### config.mk
export PLATFORM = sky130hd
export DESIGN_NAME = gdrb_top
export DESIGN_NICKNAME = d
export VERILOG_FILES = /design/src/pkg/gdrb_pkg.sv /design/src/rtl/gdrb_top.sv /design/src/rtl/gdrb_sync.sv
export SDC_FILE = /design/constraint.sdc
export NUM_CORES = 1
export LEC_CHECK = 0
export BUFFER_PORTS_ARGS = -buffer_cell sky130_fd_sc_hd__buf_4
export CAP_MARGIN = 20
export CORE_MARGIN = 2
export CORE_UTILIZATION = 50
export CTS_BUF_LIST = sky130_fd_sc_hd__clkbuf_2 sky130_fd_sc_hd__clkbuf_4 sky130_fd_sc_hd__clkbuf_8
export CTS_CLUSTER_SIZE = 24
export DETAILED_ROUTE_END_ITERATION = 7
export PLACE_DENSITY = 0.78
export SYNTH_ARGS = -nofsm -noshare
export SYNTH_HDL_FRONTEND = slang
export SYNTH_SLANG_ARGS = --single-unit
### constraint.sdc
create_clock -name REF_CLK -period 3.1 [get_ports REF_CLK]
set_input_delay 0.465 -clock REF_CLK [delete_from_list [all_inputs] [get_ports REF_CLK]]
set_output_delay 0.465 -clock REF_CLK [all_outputs]
set_load 0.1 [all_outputs]
### src/pkg/gdrb_pkg.sv
// Constants and types of the gyro data register block.
// Assumes one 20 MHz reference clock and an SPI host on the pins.
package gdrb_pkg;

  // ****************************************
  // Widths
  // ****************************************
  localparam int unsigned ADDR_W    = 7;
  localparam int unsigned WORD_W    = 16;
  localparam int unsigned FRAME_W   = 17;
  localparam int unsigned MEAS_W    = 14;
  localparam int unsigned MON_W     = 13;
  localparam int unsigned CNT_W     = 5;

  // ****************************************
  // Register addresses
  // ****************************************
  localparam logic [6:0] ADDR_RATE    = 7'h00;
  localparam logic [6:0] ADDR_IDENT   = 7'h07;
  localparam logic [6:0] ADDR_STATUS  = 7'h08;
  localparam logic [6:0] ADDR_FACTORY = 7'h09;
  localparam logic [6:0] ADDR_TEMP    = 7'h0A;

  // ****************************************
  // Field positions
  // ****************************************
  localparam int unsigned CMD_ADDR_LSB       = 3;
  localparam int unsigned CMD_ADDR_MSB       = 9;
  localparam int unsigned CMD_WRITE_BIT      = 2;
  localparam int unsigned IDENT_SOFT_RST_BIT = 3;
  localparam int unsigned IDENT_PAR_EN_BIT   = 12;
  localparam int unsigned IDENT_PAR_SEL_BIT  = 13;
  localparam int unsigned STATUS_PAR_OK_BIT  = 9;

  // ****************************************
  // Counts and reset values
  // ****************************************
  localparam logic [4:0] BITS_PLAIN    = 5'h10;
  localparam logic [4:0] BITS_PARITY   = 5'h11;
  localparam logic       PAR_OK_RST    = 1'b1;
  localparam logic       PAR_EN_RST    = 1'b0;
  localparam logic       PAR_SEL_RST   = 1'b0;
  localparam logic       CS_N_RST      = 1'b1;

  // ****************************************
  // Types
  // ****************************************
  typedef enum logic [0:0]
  {
    GDRB_ADDR_PHASE = 1'b0,
    GDRB_DATA_PHASE = 1'b1
  } gdrb_phase_t;

  typedef struct packed
  {
    logic              sck_prev;
    logic [4:0]        bit_cnt;
    logic [16:0]       rx;
    logic [16:0]       tx;
    gdrb_phase_t       phase;
    logic [6:0]        wr_addr;
    logic              addr_perr;
    logic              parity_ok;
    logic              parity_check_enable;
    logic              parity_polarity_select;
    logic              miso_oe;
  } gdrb_state_t;

  localparam gdrb_state_t STATE_RST = '{
    sck_prev:               1'b0,
    bit_cnt:                5'h00,
    rx:                     17'h00000,
    tx:                     17'h00000,
    phase:                  GDRB_ADDR_PHASE,
    wr_addr:                7'h00,
    addr_perr:              1'b0,
    parity_ok:              PAR_OK_RST,
    parity_check_enable:    PAR_EN_RST,
    parity_polarity_select: PAR_SEL_RST,
    miso_oe:                1'b0
  };

endpackage

### src/rtl/gdrb_top.sv
// Data register block of a single-axis rate sensor behind a 16/17-bit SPI slave.
// Assumes rate, temperature and monitor inputs come from logic on REF_CLK.
`timescale 1ns/1ps

module gdrb_top
(
  input  wire logic                          REF_CLK,
  input  wire logic                          RESET_N,
  input  wire logic                          SPI_SCK,
  input  wire logic                          SPI_CS_N,
  input  wire logic                          SPI_MOSI,
  output logic                               SPI_MISO,
  output logic                               SPI_MISO_OE,
  input  wire logic [gdrb_pkg::MEAS_W-1:0]   RATE_DATA,
  input  wire logic [gdrb_pkg::MEAS_W-1:0]   TEMP_DATA,
  input  wire logic [gdrb_pkg::MON_W-1:0]    MONITOR_FLAGS
);

  import gdrb_pkg::*;

  // ****************************************
  // Helpers
  // ****************************************
  function automatic logic odd_par15(input logic [14:0] v);
    return ~(^v);
  endfunction

  function automatic logic [16:0] frame_of(input logic [15:0] w, input logic sel);
    return {w, (^w) ^ sel};
  endfunction

  // ****************************************
  // Declarations
  // ****************************************
  gdrb_state_t       st;
  gdrb_state_t       next_st;
  logic [2:0]        pins_s;
  logic              sck_s;
  logic              csn_s;
  logic              mosi_s;
  logic              s_ok;
  logic [15:0]       status_reg;
  logic [15:0]       ident_reg;
  logic [15:0]       rate_reg;
  logic [15:0]       temp_reg;
  logic [15:0]       flags_word;
  logic [16:0]       new_rx;
  logic [15:0]       rx_word;
  logic [6:0]        rx_addr;
  logic              rx_par_ok;
  logic [4:0]        word_len;
  logic [15:0]       rd_value;

  // ****************************************
  // Pin synchronisers
  // ****************************************
  gdrb_sync
  #(
    .W       (3),
    .RST_VAL ({1'b0, CS_N_RST, 1'b0})
  )
  u_sync
  (
    .ref_clk (REF_CLK),
    .reset_n (RESET_N),
    .din     ({SPI_SCK, SPI_CS_N, SPI_MOSI}),
    .dout    (pins_s)
  );

  assign sck_s  = pins_s[2];
  assign csn_s  = pins_s[1];
  assign mosi_s = pins_s[0];

  // ****************************************
  // Register images
  // ****************************************
  always_comb
  begin
    s_ok = (&MONITOR_FLAGS) & st.parity_ok;
    status_reg = {MONITOR_FLAGS[12:7], st.parity_ok, MONITOR_FLAGS[6:0], 2'b00};
    status_reg[0] = odd_par15(status_reg[15:1]);
    ident_reg = 16'h0000;
    ident_reg[IDENT_PAR_EN_BIT] = st.parity_check_enable;
    ident_reg[IDENT_PAR_SEL_BIT] = st.parity_polarity_select;
    ident_reg[0] = odd_par15(ident_reg[15:1]);
    rate_reg = {RATE_DATA, s_ok, odd_par15({1'b0, RATE_DATA[12:0], s_ok})};
    temp_reg = {TEMP_DATA, s_ok, odd_par15({1'b0, TEMP_DATA[12:0], s_ok})};
    flags_word = {14'h0000, s_ok, odd_par15({14'h0000, s_ok})};
  end

  // ****************************************
  // Received word decode
  // ****************************************
  always_comb
  begin
    new_rx = {st.rx[15:0], mosi_s};
    word_len = st.parity_check_enable ? BITS_PARITY : BITS_PLAIN;
    rx_word = st.parity_check_enable ? new_rx[16:1] : new_rx[15:0];
    rx_par_ok = !st.parity_check_enable
                || (((^new_rx[16:1]) ^ new_rx[0]) == st.parity_polarity_select);
    rx_addr = rx_word[CMD_ADDR_MSB:CMD_ADDR_LSB];
    case (rx_addr)
      ADDR_RATE:   rd_value = rate_reg;
      ADDR_IDENT:  rd_value = ident_reg;
      ADDR_STATUS: rd_value = status_reg;
      ADDR_TEMP:   rd_value = temp_reg;
      default:     rd_value = 16'h0000;
    endcase
  end

  // ****************************************
  // Next state
  // ****************************************
  always_comb
  begin
    next_st = st;
    next_st.sck_prev = sck_s;
    next_st.miso_oe = !csn_s;
    if (csn_s)
    begin
      next_st.bit_cnt = 5'h00;
      next_st.phase = GDRB_ADDR_PHASE;
      next_st.tx = frame_of(flags_word, st.parity_polarity_select);
    end
    else if (sck_s && !st.sck_prev)
    begin
      next_st.rx = new_rx;
      next_st.bit_cnt = st.bit_cnt + 5'h01;
      if ((st.bit_cnt + 5'h01) == word_len)
      begin
        next_st.bit_cnt = 5'h00;
        case (st.phase)
          GDRB_ADDR_PHASE:
          begin
            next_st.tx = frame_of(rd_value, st.parity_polarity_select);
            if (!rx_par_ok)
            begin
              next_st.parity_ok = 1'b0;
            end
            else if (!rx_word[CMD_WRITE_BIT] && rx_addr == ADDR_STATUS)
            begin
              next_st.parity_ok = 1'b1;
            end
            if (rx_word[CMD_WRITE_BIT])
            begin
              next_st.phase = GDRB_DATA_PHASE;
              next_st.wr_addr = rx_addr;
              next_st.addr_perr = !rx_par_ok;
            end
          end
          GDRB_DATA_PHASE:
          begin
            next_st.phase = GDRB_ADDR_PHASE;
            next_st.tx = frame_of(flags_word, st.parity_polarity_select);
            if (!rx_par_ok)
            begin
              next_st.parity_ok = 1'b0;
            end
            if (rx_par_ok && !st.addr_perr && st.wr_addr == ADDR_IDENT)
            begin
              next_st.parity_check_enable = rx_word[IDENT_PAR_EN_BIT];
              next_st.parity_polarity_select = rx_word[IDENT_PAR_SEL_BIT];
              next_st.tx = frame_of(flags_word, rx_word[IDENT_PAR_SEL_BIT]);
              if (rx_word[IDENT_SOFT_RST_BIT])
              begin
                next_st = STATE_RST;
                next_st.sck_prev = sck_s;
                next_st.miso_oe = !csn_s;
              end
            end
          end
          default:
          begin
            next_st.phase = GDRB_ADDR_PHASE;
          end
        endcase
      end
    end
    else if (!sck_s && st.sck_prev && st.bit_cnt != 5'h00)
    begin
      next_st.tx = {st.tx[15:0], 1'b0};
    end
  end

  // ****************************************
  // State register
  // ****************************************
  always_ff @(posedge REF_CLK or negedge RESET_N)
  begin
    if (!RESET_N)
    begin
      st <= STATE_RST;
    end
    else
    begin
      st <= next_st;
    end
  end

  assign SPI_MISO    = st.tx[16];
  assign SPI_MISO_OE = st.miso_oe;

endmodule // gdrb_top

### src/rtl/gdrb_sync.sv
// Two-stage synchroniser for a group of pin inputs.
// Assumes inputs are asynchronous to ref_clk.
`timescale 1ns/1ps
module gdrb_sync
#(
  parameter int unsigned W       = 1,
  parameter logic [W-1:0] RST_VAL = '0
)
(
  input  wire logic         ref_clk,
  input  wire logic         reset_n,
  input  wire logic [W-1:0] din,
  output logic      [W-1:0] dout
);

  logic [W-1:0] meta;

  // ****************************************
  // Two flip-flops per bit
  // ****************************************
  always_ff @(posedge ref_clk or negedge reset_n)
  begin
    if (!reset_n)
    begin
      meta <= RST_VAL;
      dout <= RST_VAL;
    end
    else
    begin
      meta <= din;
      dout <= meta;
    end
  end

endmodule // gdrb_sync

# [After elaboration in Yosys (flattened, before gate mapping)]
# Cells that the tools add are included.
[classes] bitwise=12 n_addsub=1 n_eq_ne=11 mux=24 n_reduce_logical=34
[op_table] cell="2-to-1 mux 47 bit" count=2
[op_table] cell="parity 15 bit" count=5
[op_table] cell="one-hot mux 16 bit (4 select lines)" count=1
[op_table] cell="one-hot mux 27 bit (2 select lines)" count=1
[op_table] cell="2-to-1 mux 52 bit" count=1
[op_table] cell="2-to-1 mux 17 bit" count=3
[op_table] cell="parity 16 bit" count=3
[op_table] cell="2-to-1 mux 22 bit" count=1
[op_table] cell="2-to-1 mux 18 bit" count=1
[op_table] cell="== test 7 x 3 -> 1 bit, second input constant" count=2
[op_table] cell="== test 7 x 4 -> 1 bit, second input constant" count=2
[op_table] cell="2-to-1 mux 14 bit" count=1
[op_table] cell="2-to-1 mux 13 bit" count=1
[op_table] cell="AND reduction 13 bit" count=1
[op_table] cell="2-to-1 mux 1 bit" count=9
[op_table] cell="2-to-1 mux 9 bit" count=1
[op_table] cell="logical NOT 1 bit" count=7
[op_table] cell="logical NOT 7 bit" count=1
[op_table] cell="NOT 1 bit" count=7
[op_table] cell="logical AND 1 bit" count=6
[op_table] cell="AND reduction 2 bit" count=3
[op_table] cell="AND reduction 6 bit" count=1
[op_table] cell="adder 5 x 1 -> 5 bit, second input constant" count=1
[op_table] cell="== test 5 bit" count=1
[op_table] cell="other kinds (15)" count=20
[word_totals] elab_cells=95 regBits=59

# [Depth between registers and ports, before layout]
# Gate-level depths: netlist of run 1.
[logic_depth] depth_word=15 ltp_mapped=12 mapped_depth_nobuf=10

# [Cells and area by module]
# A second synthesis of run 1 with hierarchy kept.
[unflattened] cells_unflattened=384 hier_area_um2=3757.4
[by_module_without_submodules] module="gdrb_top" instances=1 area_per_inst_um2=3604.7 cells_each=378
[by_module_without_submodules] module="gdrb_sync" instances=1 area_per_inst_um2=152.6 cells_each=6

# [Worst setup path before layout of run 1]
# Ideal clock, no wire load.
[synth_timing] path_kind="input to register" startpoint="input MONITOR_FLAGS[10] (netlist name)" endpoint="register st[13] (netlist name)" arrival_ps=2401 slack_ps=577 n_path_buf=1 setup_time_ps=122 t_required_ps=2978 path_stages=11 path_cell_list="ha_1 -> nand4_1 -> or3_1 -> buf_2 -> xnor2_1 -> xnor2_1 -> nor3_1 -> a211oi_1 -> xnor3_1 -> mux2i_1 -> nand2_1"
[synth_via] elab_chain_len=12 word_cells_on_any_way=22 cone_classes="mux (7); bitwise (8); reduce/logical (7)"
[synth_rtl] element="start, declared" line="gdrb_top.sv:16" rtl="input wire logic [gdrb_pkg::MON_W-1:0] MONITOR_FLAGS"
[synth_rtl] element="AND reduction 13 bit" line="gdrb_top.sv:79" rtl="s_ok = (&MONITOR_FLAGS) & st.parity_ok;"
[synth_rtl] element="bitwise AND 1 bit" line="gdrb_top.sv:79"
[synth_rtl] element="parity 15 bit" line="gdrb_top.sv:25" rtl="return ~(^v);"
[synth_rtl] element="NOT 1 bit" line="gdrb_top.sv:25"
[synth_rtl] element="parity 16 bit" line="gdrb_top.sv:29" rtl="return {w, (^w) ^ sel};"
[synth_rtl] element="bitwise XOR 1 bit" line="gdrb_top.sv:29"
[synth_rtl] element="2-to-1 mux 47 bit" line="gdrb_top.sv:164" rtl="if (rx_word[IDENT_SOFT_RST_BIT])"
[synth_rtl] element="2-to-1 mux 47 bit" line="gdrb_top.sv:159" rtl="if (rx_par_ok && !st.addr_perr && st.wr_addr == ADDR_IDENT)"
[synth_rtl] element="one-hot mux 27 bit (2 select lines)" line="gdrb_top.sv:132" rtl="case (st.phase)"
[synth_rtl] element="2-to-1 mux 52 bit" line="gdrb_top.sv:129" rtl="if ((st.bit_cnt + 5'h01) == word_len)"
[synth_rtl] element="2-to-1 mux 17 bit" line="gdrb_top.sv:125" rtl="else if (sck_s && !st.sck_prev)"
[synth_rtl] element="2-to-1 mux 18 bit (*)" line="gdrb_top.sv:119" rtl="if (csn_s)"
[synth_rtl] element="end signal, assigned" line="gdrb_top.sv:196" rtl="st <= next_st;"
[synth_rtl] element="end, declared" line="gdrb_top.sv:35" rtl="gdrb_state_t st;"
# Every way passes the cells marked *; elsewhere a longest branch is shown, timed or not. The select of a mux whose other input is x is not followed.
# A chain may end at the register's enable or synchronous reset.

# [Final worst setup path of run 1]
[layout_timing] startpoint="register st, in the netlist ident_reg[12]" endpoint="register st[13] (netlist name)"
[layout_via] elab_chain_len=9 word_cells_on_any_way=25 cone_classes="eq/ne (5); mux (9); bitwise (3); reduce/logical (8)"
[layout_rtl] element="2-to-1 mux 14 bit, or another cell as far along" line="gdrb_top.sv:98" rtl="rx_word = st.parity_check_enable ? new_rx[16:1] : new_rx[15:0];"
[layout_rtl] element="== test 7 x 4 -> 1 bit, or another cell as far along" line="gdrb_top.sv:102" rtl="case (rx_addr)"
[layout_rtl] element="one-hot mux 16 bit (4 select lines) / logical AND 1 bit (equally long branches)" line="gdrb_top.sv:102, gdrb_top.sv:159"
[layout_rtl] element="parity 16 bit / logical AND 1 bit (equally long branches)" line="gdrb_top.sv:29, gdrb_top.sv:159"
[layout_rtl] element="bitwise XOR 1 bit / 2-to-1 mux 47 bit (equally long branches)" line="gdrb_top.sv:29, gdrb_top.sv:159"
[layout_rtl] element="one-hot mux 27 bit (2 select lines)" line="gdrb_top.sv:132"
[layout_rtl] element="2-to-1 mux 52 bit" line="gdrb_top.sv:129"
[layout_rtl] element="2-to-1 mux 17 bit" line="gdrb_top.sv:125"
[layout_rtl] element="2-to-1 mux 18 bit" line="gdrb_top.sv:119"
# Parallel ways exist; a longest one is shown, timed or not. The select of a mux whose other input is x is not followed.

==> reports/results.txt, run 1 <==
final cycle utilization of the critical path: 0.9048
FF-to-FF End: st[13]
Setup crit start kind: flop
Seq cells post-synth: 58
Avg Cell Area, Syn: 10.10 um^2
Post-synth ARST share: 1.000
CTS tree: done
worst skew pair latency: 0.35 ns
wire length of the first global-routing pass: 15500 um
final WL: 9539 um
# setup viols final: 0
Pwr Density: 618.8 nW/um^2
Filler Cells Inserted: 655
routed via count: 3140
clock skew: 0.01008 ns
Clk network pwr share: 0.253
Cell Area, Placed: 4365 um^2
CP required: 3.34 ns
CTS Buffer Depth: 2
Fin. Hold Viols: 0
CP Class: flop to flop
Synth-to-Final Area Change: 16.21%
fin cells: 539
Syn Inst Count: 389
die area: 8585 um^2
Cells after DPL: 523
Final #Nets: 482
Net Sw Frac: 0.3597
Worst path slowest cell: dfrtp_1
Initial Util: 0.5112
Logic pwr share: 0.436
register share of total power: 0.311
Synth Cell Area: 3930 um^2
Die Y-Extent: 92.66 um
Port Buffers: 47
Int Pwr: 1.810 mW
Seq/Total Area, Yosys: 0.3703
Max stage delay on crit path: 0.52 ns
fraction of layout cells with a size suffix above 1: 0.2128
Synthesized Nets: 439
R2R depth: 9
outcome: finished, final reports clean
Final HPWL DP: 6896 um
Period minus WS final: 2.805 ns
Vias per Instance: 5.826
EDFF count, synth: 0
Worst VDD drop: 477.0 uV
ANT cells: 0
post-cts gate resize count: 0
crit path capture type: flop
row cnt: 32
Hold/Removal Path Class: input port to async pin
number of DRC markers in iteration 0: 229
Die Wd: 92.66 um
max_cap viols: 0
clock tree sinks: 58
CTS Buf Count: 9
library cells used by synthesis: 65
CTS Hold Bufs: 0
total setup buffers inserted after CTS: 0
worst setup margin: 0.2952 ns
Final GP Congestion: 0.9550
commonest non-fill, non-tap cell in the layout: buf_4
yosys warns: 0
routed len/inst: 17.70 um
P_leak: 1.992 nW
initial antenna violation count: 0
final setup TNS: 0 ns
dpl ws: 0.2813 ns
worst r2r src: ident_reg[12]
commonest non-fill, non-tap cells in the layout: buf_4 (58), dfrtp_1 (55), xnor2_1 (54), a22o_1 (38), nand2_1 (35)
register with the most flip-flops: st
crit path max fanout: 19
max FFs per register: 32
drt first pass iters: 4
Critical Path AT: 3.05 ns
RSZ-0062 raised after global routing: false
root buf cell: clkbuf_8
largest net degree at the start of global routing: 59
measured slew at the worst slew-check pin: 0.9173 ns
Slew Limit Fails: 0
core footprint: 7687 um^2
Routed Antenna Nets: 0
Max Fclk: 356.5 MHz
ys flop type: dfrtp_1
H-tree Lvls: 3
Psw: 1.016 mW
I/O pins: 48
area of the multi-input gates: 2286 um^2
vias in the first global route: 3188
gr usage total: 0.2270
post-route cell area: 4567 um^2
clk slew on worst S/H paths: 0.08 ns
flop2flop setup slack: 0.30 ns
Reg area: 1455 um^2
CP cell instances: mux2i_2, buf_12, mux2_1, a221oi_2, xor2_1, xnor2_1, xnor3_1, mux2i_1, nand2_1
Remaining DRCs: 0
GRT Residual Overflow: 0
slew margin rel.: 0.3862
-- metal layers --
layer  GRT usage  vias up  routed length [um]
met3     0.05533        9                 399
li1            -     1494                   -
met1      0.3062     1571                4200
met5           0        -                   0
met4     0.05270        0                  74
met2      0.3717       66                4865
-- power groups by stage --
| stage | registers [mW] | logic (mW) | clock network, mW |
|---|---|---|---|
| global route | 0.885 | 1.31 | 0.759 |
| floorplan | 0.836 | 0.990 | 0 |
| finish | 0.878 | 1.23 | 0.716 |
| CTS | 0.876 | 1.23 | 0.730 |
| detailed placement | 0.890 | 1.22 | 0 |
| global placement | 0.887 | 1.19 | 0 |
-- worst max-delay path by stage --
stage | from | end | slack [ns] | cells past startpoint
final | ident_reg[12] | st[13] | 0.30 | 9
after global routing | ident_reg[12] | st[28] | 0.13 | 9
after CTS | ident_reg[12] | st[13] | 0.33 | 9
after detailed placement | MONITOR_FLAGS[10] | st[13] | 0.28 | 11
after global placement | MONITOR_FLAGS[10] | st[13] | 0.36 | 11
after floorplan | MONITOR_FLAGS[10] | st[13] | 0.58 | 11
-- kinds of logic after synthesis --
kind of cell	count (synthesis)	share of synthesized area
multiplexers	23	0.05953
AO/OA/AOI/OAI	102	0.2038
AND/OR/NAND/NOR	96	0.1356
XOR/XNOR	68	0.1691
flip-flops	58	0.3703
buffers and inverters	38	0.04903
adder cells (fa/ha/maj)	4	0.01274
-- worst max-delay path: cells and delay by family (launching register included) --
kind,cells,cell delay (ns)
AOI/OAI and AO/OA,1,0.33
xor gates and xnor gates,3,0.74
DFF,1,0.52
and+or+nand+nor,1,0.06
buffers and inverters,1,0.21
muxes,3,0.83
-- cell type report --
type	count	share of cell area
inverter	11	0.009041
clock inverter	7	0.01699
multi-input combinational	293	0.5005
sequential	58	0.3186
clock buffer	9	0.02712
tap	102	0.02795
timing repair buffer	59	0.09973
-- Yosys cell counts, types with 9 or more instances --
library cell | instances | area share
mux2i_1 | 20 | 0.051
buf_2 | 10 | 0.013
dfrtp_1 | 55 | 0.35
nor2_1 | 12 | 0.011
clkbuf_1 | 10 | 0.0096
o21ai_0 | 10 | 0.013
xnor2_1 | 54 | 0.12
nor3_1 | 9 | 0.011
xor2_1 | 9 | 0.020
nand2_1 | 35 | 0.033
a22o_1 | 38 | 0.085
inv_1 | 10 | 0.0096
o21ai_1 | 10 | 0.013
-- stage by stage --
stage / total power [mW] / utilization / hold slack [ns]
3_3_place_gp: 2.076 / 0.5679 / 0.3326
4_1_cts: 2.831 / 0.5941 / 0.1885
2_1_floorplan: 1.826 / - / 0.1694
6_report: 2.826 / 0.5941 / 0.1751
5_1_grt: 2.957 / 0.5941 / 0.1988
3_5_place_dp: 2.108 / 0.5679 / 0.3395
No activity file was read; power rests on OpenSTA's default activity.
==> run 2: changes to the inputs <==
--- a/config.mk
+++ b/config.mk
@@ -5,14 +5,14 @@
 export SDC_FILE = /design/constraint.sdc
 export NUM_CORES = 1
 export LEC_CHECK = 0
-export BUFFER_PORTS_ARGS = -buffer_cell sky130_fd_sc_hd__buf_4
 export CAP_MARGIN = 20
 export CORE_MARGIN = 2
 export CORE_UTILIZATION = 50
 export CTS_BUF_LIST = sky130_fd_sc_hd__clkbuf_2 sky130_fd_sc_hd__clkbuf_4 sky130_fd_sc_hd__clkbuf_8
 export CTS_CLUSTER_SIZE = 24
 export DETAILED_ROUTE_END_ITERATION = 7
-export PLACE_DENSITY = 0.78
+export DONT_BUFFER_PORTS = 1
+export PLACE_DENSITY = 0.73
 export SYNTH_ARGS = -nofsm -noshare
 export SYNTH_HDL_FRONTEND = slang
 export SYNTH_SLANG_ARGS = --single-unit
==> run 2 against run 1 <==
Effect of this change:
- hold slack worse by 0.063 ns
- sequential power grew 0.5%
- setup slack worse by 0.00090 ns
- wire length is 9.1% lower
- via count is 7.8% lower
- first-iteration DRC count decreased by 29%
- global-route usage is 1.6 points lower
- combinational power fell by 8%
- critical path type unchanged
- largest cell class unchanged
- largest power group unchanged
==> reports/results.txt, run 2 (synthesis results as in run 1) <==
WL met2: 4223 um
commonest non-fill, non-tap cell in the layout: dfrtp_1
RSZ-0062 raised after global routing: false
total setup buffers inserted after CTS: 0
Die Wd: 92.66 um
Die Y-Extent: 92.66 um
initial antenna violation count: 0
Final #Nets: 439
flop2flop setup slack: 0.29 ns
CTS tree: done
final cycle utilization of the critical path: 0.9051
final core occ: 0.5518
CTS Buffer Depth: 2
slew margin rel.: 0.4057
metal3 WL: 290 um
Power, Total: 2.695 mW
CP required: 3.34 ns
R2R depth: 10
Period minus WS final: 2.806 ns
routed len/inst: 17.48 um
Logic pwr share: 0.421
outcome: finished, final reports clean
commonest non-fill, non-tap cells in the layout: dfrtp_1 (55), xnor2_1 (54), a22o_1 (38), nand2_1 (35), mux2i_1 (19)
gr usage total: 0.2114
CP Class: flop to flop
final WL: 8671 um
measured slew at the worst slew-check pin: 0.8914 ns
wire length of the first global-routing pass: 14210 um
worst r2r src: new_rx[4]
Net Sw Frac: 0.3427
clock skew: 0.008848 ns
die area: 8585 um^2
HP Start: SPI_CS_N
CTS Hold Bufs: 2
ANT cells: 0
CP endpoint: st[13]
Setup crit start kind: flop
Critical Path AT: 3.05 ns
Clk network pwr share: 0.252
row cnt: 32
P_leak: 1.786 nW
CTS Buf Count: 9
Worst VDD drop: 466.4 uV
register share of total power: 0.327
routed via count: 2895
Final GP Congestion: 0.8702
number of DRC markers in iteration 0: 162
# setup viols final: 0
Initial Util: 0.5112
clk slew on worst S/H paths: 0.07 ns
drt first pass iters: 4
Cell Area, Placed: 4015 um^2
Psw: 923.6 uW
Slew Limit Fails: 0
H-tree Lvls: 3
fraction of layout cells with a size suffix above 1: 0.1244
crit path capture type: flop
core footprint: 7687 um^2
post-route cell area: 4242 um^2
FF-to-FF End: st[13]
max_cap viols: 0
Int Pwr: 1.771 mW
Synth-to-Final Area Change: 7.927%
post-cts gate resize count: 0
Hold/Removal Path Class: input port to flop
Routed Antenna Nets: 0
root buf cell: clkbuf_8
M1 wire length: 4018 um
Vias per Instance: 5.837
Pwr Density: 635.3 nW/um^2
Max Fclk: 356.4 MHz
Fin. Hold Viols: 0
Port Buffers: 0
Final HPWL DP: 6411 um
GRT Residual Overflow: 0
final setup TNS: 0 ns
vias in the first global route: 2802
Remaining DRCs: 0
max FFs per register: 32
worst skew pair latency: 0.35 ns
register with the most flip-flops: st
clock tree sinks: 58
crit path launch: new_rx[4]
I/O pins: 48
highest metal used: met4
largest net degree at the start of global routing: 59
crit path max fanout: 10
-- run 2: area by class of cell --
class	instances	area, um^2
fillers	678	3446
multi-input cells	293	2286
well taps	102	127.6
clock inverters	6	57.56
inverters	11	41.29
repair buffers	16	142.6
flip-flops and latches	58	1455
clock buffers	10	131.4
-- run 2: metal layers --
metal	vias up	track usage
li1	1409	-
met1	1420	0.2931
met2	47	0.3315
met3	19	0.05289
met4	0	0.05882
met5	-	0
-- run 2: per-stage QoR --
stage	hold WS, ns	setup WS, ns	cells
after global routing	0.09344	0.09859	496
final	0.1124	0.2943	496
after global placement	0.1719	0.3248	478
after detailed placement	0.1720	0.3066	478
after floorplan	0.1694	0.5772	389
after CTS	0.09934	0.3119	496
-- run 2: power groups by stage --
stage	logic [mW]	registers [mW]	clock network (mW)
after global routing	1.22	0.890	0.729
after CTS	1.13	0.881	0.697
final	1.13	0.882	0.679
after global placement	1.08	0.892	0
after floorplan	0.990	0.836	0
after detailed placement	1.11	0.895	0
-- run 2: worst max-delay path: stages, from the launching register on --
cell and delay [ns]:
dfrtp_1 0.51, mux2i_2 0.41, buf_4 0.28, mux2i_1 0.11
o32ai_2 0.26, xor2_1 0.22, xnor2_1 0.18, xnor3_1 0.36
nor3b_1 0.15, mux2i_1 0.14, nand2_1 0.06
-- run 2: worst min path at each step --
stage / slack (ns) / endpoint / cells past startpoint
after floorplan: 0.17 / SPI_MISO / 0
after global placement: 0.17 / u_sync.dout[2] / 0
after detailed placement: 0.17 / u_sync.meta[2] / 0
after CTS: 0.1 / u_sync.meta[1] / 0
after global routing: 0.09 / u_sync.meta[1] / 0
final: 0.11 / u_sync.meta[1] / 0
==> run 3: changes to the inputs <==
--- a/config.mk
+++ b/config.mk
@@ -5,6 +5,7 @@
 export SDC_FILE = /design/constraint.sdc
 export NUM_CORES = 1
 export LEC_CHECK = 0
+export ABC_AREA = 1
 export CAP_MARGIN = 20
 export CORE_MARGIN = 2
 export CORE_UTILIZATION = 50
==> constraint.sdc (replaced) <==
create_clock -name REF_CLK -period 2.66 [get_ports REF_CLK]
set_input_delay 0.399 -clock REF_CLK [delete_from_list [all_inputs] [get_ports REF_CLK]]
set_output_delay 0.399 -clock REF_CLK [all_outputs]
set_load 0.1 [all_outputs]
==> run 3 against run 2 <==
Effect of this change:
- combinational power up 39%
- total power grew 26%
- sequential power rose by 12%
- cell area rose by 14%
- non-clock buffer count unchanged
- core utilization is 0.79 points higher
==> reports/results.txt, run 3 <==
RSZ-0062 raised after global routing: true
Final #Nets: 722
root buf cell: clkbuf_8
measured slew at the worst slew-check pin: 0.8898 ns
EDFF count, synth: 0
yosys warns: 0
Avg Cell Area, Syn: 6.659 um^2
final WL: 11470 um
Port Buffers: 0
routed len/inst: 14.61 um
area of the multi-input gates: 2574 um^2
Post-synth ARST share: 1.000
CTS Buf Count: 9
M3 GR Usage: 0.04152
vias in the first global route: 4167
Max stage delay on crit path: 0.47 ns
largest net degree at the start of global routing: 59
drt first pass iters: 5
final cycle utilization of the critical path: 0.9173
register with the most flip-flops: st
Worst path slowest cell: dfrtp_2
I/O pins: 48
H-tree Lvls: 3
commonest non-fill, non-tap cell in the layout: nand2_1
flop2flop setup slack: 0.22 ns
busiest grt layer: met2
Seq cells post-synth: 58
Vias per Instance: 5.446
Reg area: 1458 um^2
Remaining DRCs: 0
die area: 9570 um^2
hold-critical path endpoint: u_sync.meta[1]
Buf+Inv Stages, Crit Path: 3
Seq/Total Area, Yosys: 0.3306
Hold/Removal Path Class: input port to flop
max FFs per register: 32
Fin. Hold Viols: 0
CTS tree: done
hold depth: 0
crit path max fanout: 14
GR Util met2: 0.4315
Die Wd: 97.83 um
routed via count: 4275
gr usage total: 0.2453
clock tree sinks: 58
Synth-to-Final Area Change: 9.807%
CP Class: flop to flop
Max Fclk: 409.8 MHz
WHS: 0.04703 ns
commonest non-fill, non-tap cells in the layout: nand2_1 (247), nand3_1 (72), inv_1 (60), dfrtp_1 (53), nor2_1 (40)
row cnt: 34
Filler Cells Inserted: 827
library cells used by synthesis: 34
Die Y-Extent: 97.83 um
count leader, synth: nand2_1
Synthesized Nets: 711
Critical Path AT: 2.67 ns
number of DRC markers in iteration 0: 233
final core occ: 0.5597
P_leak: 2.413 nW
Syn Inst Count: 661
max_cap viols: 0
Synth area leader: dfrtp_1
Synth Cell Area: 4402 um^2
delay-heaviest family, CP: simple AND/OR/NAND/NOR gates
initial antenna violation count: 0
Area contributors post-synth: dfrtp_1 (31%), nand2_1 (21%), nand3_1 (8.4%), inv_1 (5.2%), xnor2_1 (4.4%)
list of most frequent post-synthesis cells: nand2_1 (250), nand3_1 (74), inv_1 (61)
GRT Residual Overflow: 0
worst r2r src: ident_reg[12]
Cell Area, Placed: 4507 um^2
ANT cells: 0
core footprint: 8636 um^2
outcome: finished, final reports clean
met1 Use GR: 0.2927
HP Start: SPI_CS_N
clock skew: 0.01182 ns
ys flop type: dfrtp_1
clk slew on worst S/H paths: 0.07 ns
Final GP Congestion: 0.9314
FF-to-FF End: st[13]
Setup crit start kind: flop
fraction of layout cells with a size suffix above 1: 0.1167
Slew Limit Fails: 0
final setup TNS: 0 ns
Initial Util: 0.5097
# setup viols final: 0
worst skew pair latency: 0.34 ns
crit path launch: ident_reg[12]
Worst VDD drop: 346.7 uV
Pwr Density: 701.6 nW/um^2
Routed Antenna Nets: 0
area share of the largest cell type after synthesis: 0.3127
R2R depth: 19
CP cell instances: buf_12, nand2_1, nand2_2, nand2_2, nor2_8, clkbuf_16, nand3_1, nand3_1, nand2_1, nand3_1, nand3_1, nand2_1, inv_1, nand2_1, nand2_1, nand2_1, nand3_1, nand2_1, nand3_1
Period minus WS final: 2.440 ns
CTS Buffer Depth: 2
wire length of the first global-routing pass: 19140 um
CP most frequent cell: nand2_1
Final HPWL DP: 8508 um
post-route cell area: 4833 um^2
crit path capture type: flop
slew margin rel.: 0.4068
CP required: 2.89 ns
run 3: changes by cell type after synthesis, moves of 20 or more:
cell / before / now
nand2_1: 35 / 250
nand3_1: 4 / 74
xnor2_1: 54 / 22
inv_1: 10 / 61
mux2i_1: 20 / 0
nor2_1: 12 / 40
a22o_1: 38 / 0
run 3: worst reg2reg max path, stage by stage, from the launching register on:
cell	delay (ns)
dfrtp_2	0.47
buf_12	0.15
nand2_1	0.06
nand2_2	0.08
nand2_2	0.09
nor2_8	0.22
clkbuf_16	0.21
nand3_1	0.10
nand3_1	0.20
nand2_1	0.09
nand3_1	0.11
nand3_1	0.08
nand2_1	0.09
inv_1	0.05
nand2_1	0.07
nand2_1	0.05
nand2_1	0.05
nand3_1	0.06
nand2_1	0.06
nand3_1	0.05
run 3: area by class of cell:
cell class	count	share of cell area
Tap cell	108	0.02796
Clock buffer	11	0.03003
Multi-Input combinational cell	513	0.5325
Sequential cell	58	0.3016
Clock inverter	5	0.01113
Inverter	74	0.05850
Timing Repair Buffer	16	0.03831
run 3: how the worst max path moves through the flow:
stage | endpoint | slack, ns | depth (start not counted)
after floorplan | SPI_MISO | 0.44 | 14
after CTS | st[13] | 0.12 | 20
after detailed placement | st[13] | 0.12 | 20
final | st[13] | 0.22 | 19
after global placement | st[13] | 0.17 | 20
after global routing | st[13] | -0.01 | 20
run 3: kinds of logic (layout without fill, tap and decap cells):
group / count (synthesis) / count (layout) / synth area share
simple gates: 400 / 400 / 0.3968
flops: 58 / 58 / 0.3306
xor+xnor: 37 / 37 / 0.07362
compound gates: 72 / 72 / 0.09608
buf+inv: 90 / 106 / 0.09153
fa+ha+maj: 4 / 4 / 0.01137
run 3: metrics by stage:
stage	cells	power (mW)	setup WS, ns
3_3_place_gp	764	2.441	0.1732
5_1_grt	785	3.662	-0.01162
2_1_floorplan	661	2.214	0.4354
6_report	785	3.391	0.2200
4_1_cts	782	3.342	0.1241
3_5_place_dp	764	2.476	0.1234
run 3: layer usage:
layer,vias up,wire length (um)
li1,2137,-
met1,1978,4844
met2,127,5634
met3,33,566
met4,0,424
met5,-,0
run 3: repair_timing:
item                                    in CTS  in global routing
hold buffers                                 2                  0
endpoints found under the setup margin       0                 15
endpoints found under the hold margin       58                  0
gates resized for setup                      0                 12
buffers inserted                             0                  2
run 3: power by group:
group	switching (mW)	internal, mW	total (mW)
logic	1.00	0.564	1.57
registers	0.0593	0.930	0.989
clock network	0.370	0.466	0.836
total	1.43	1.96	3.39
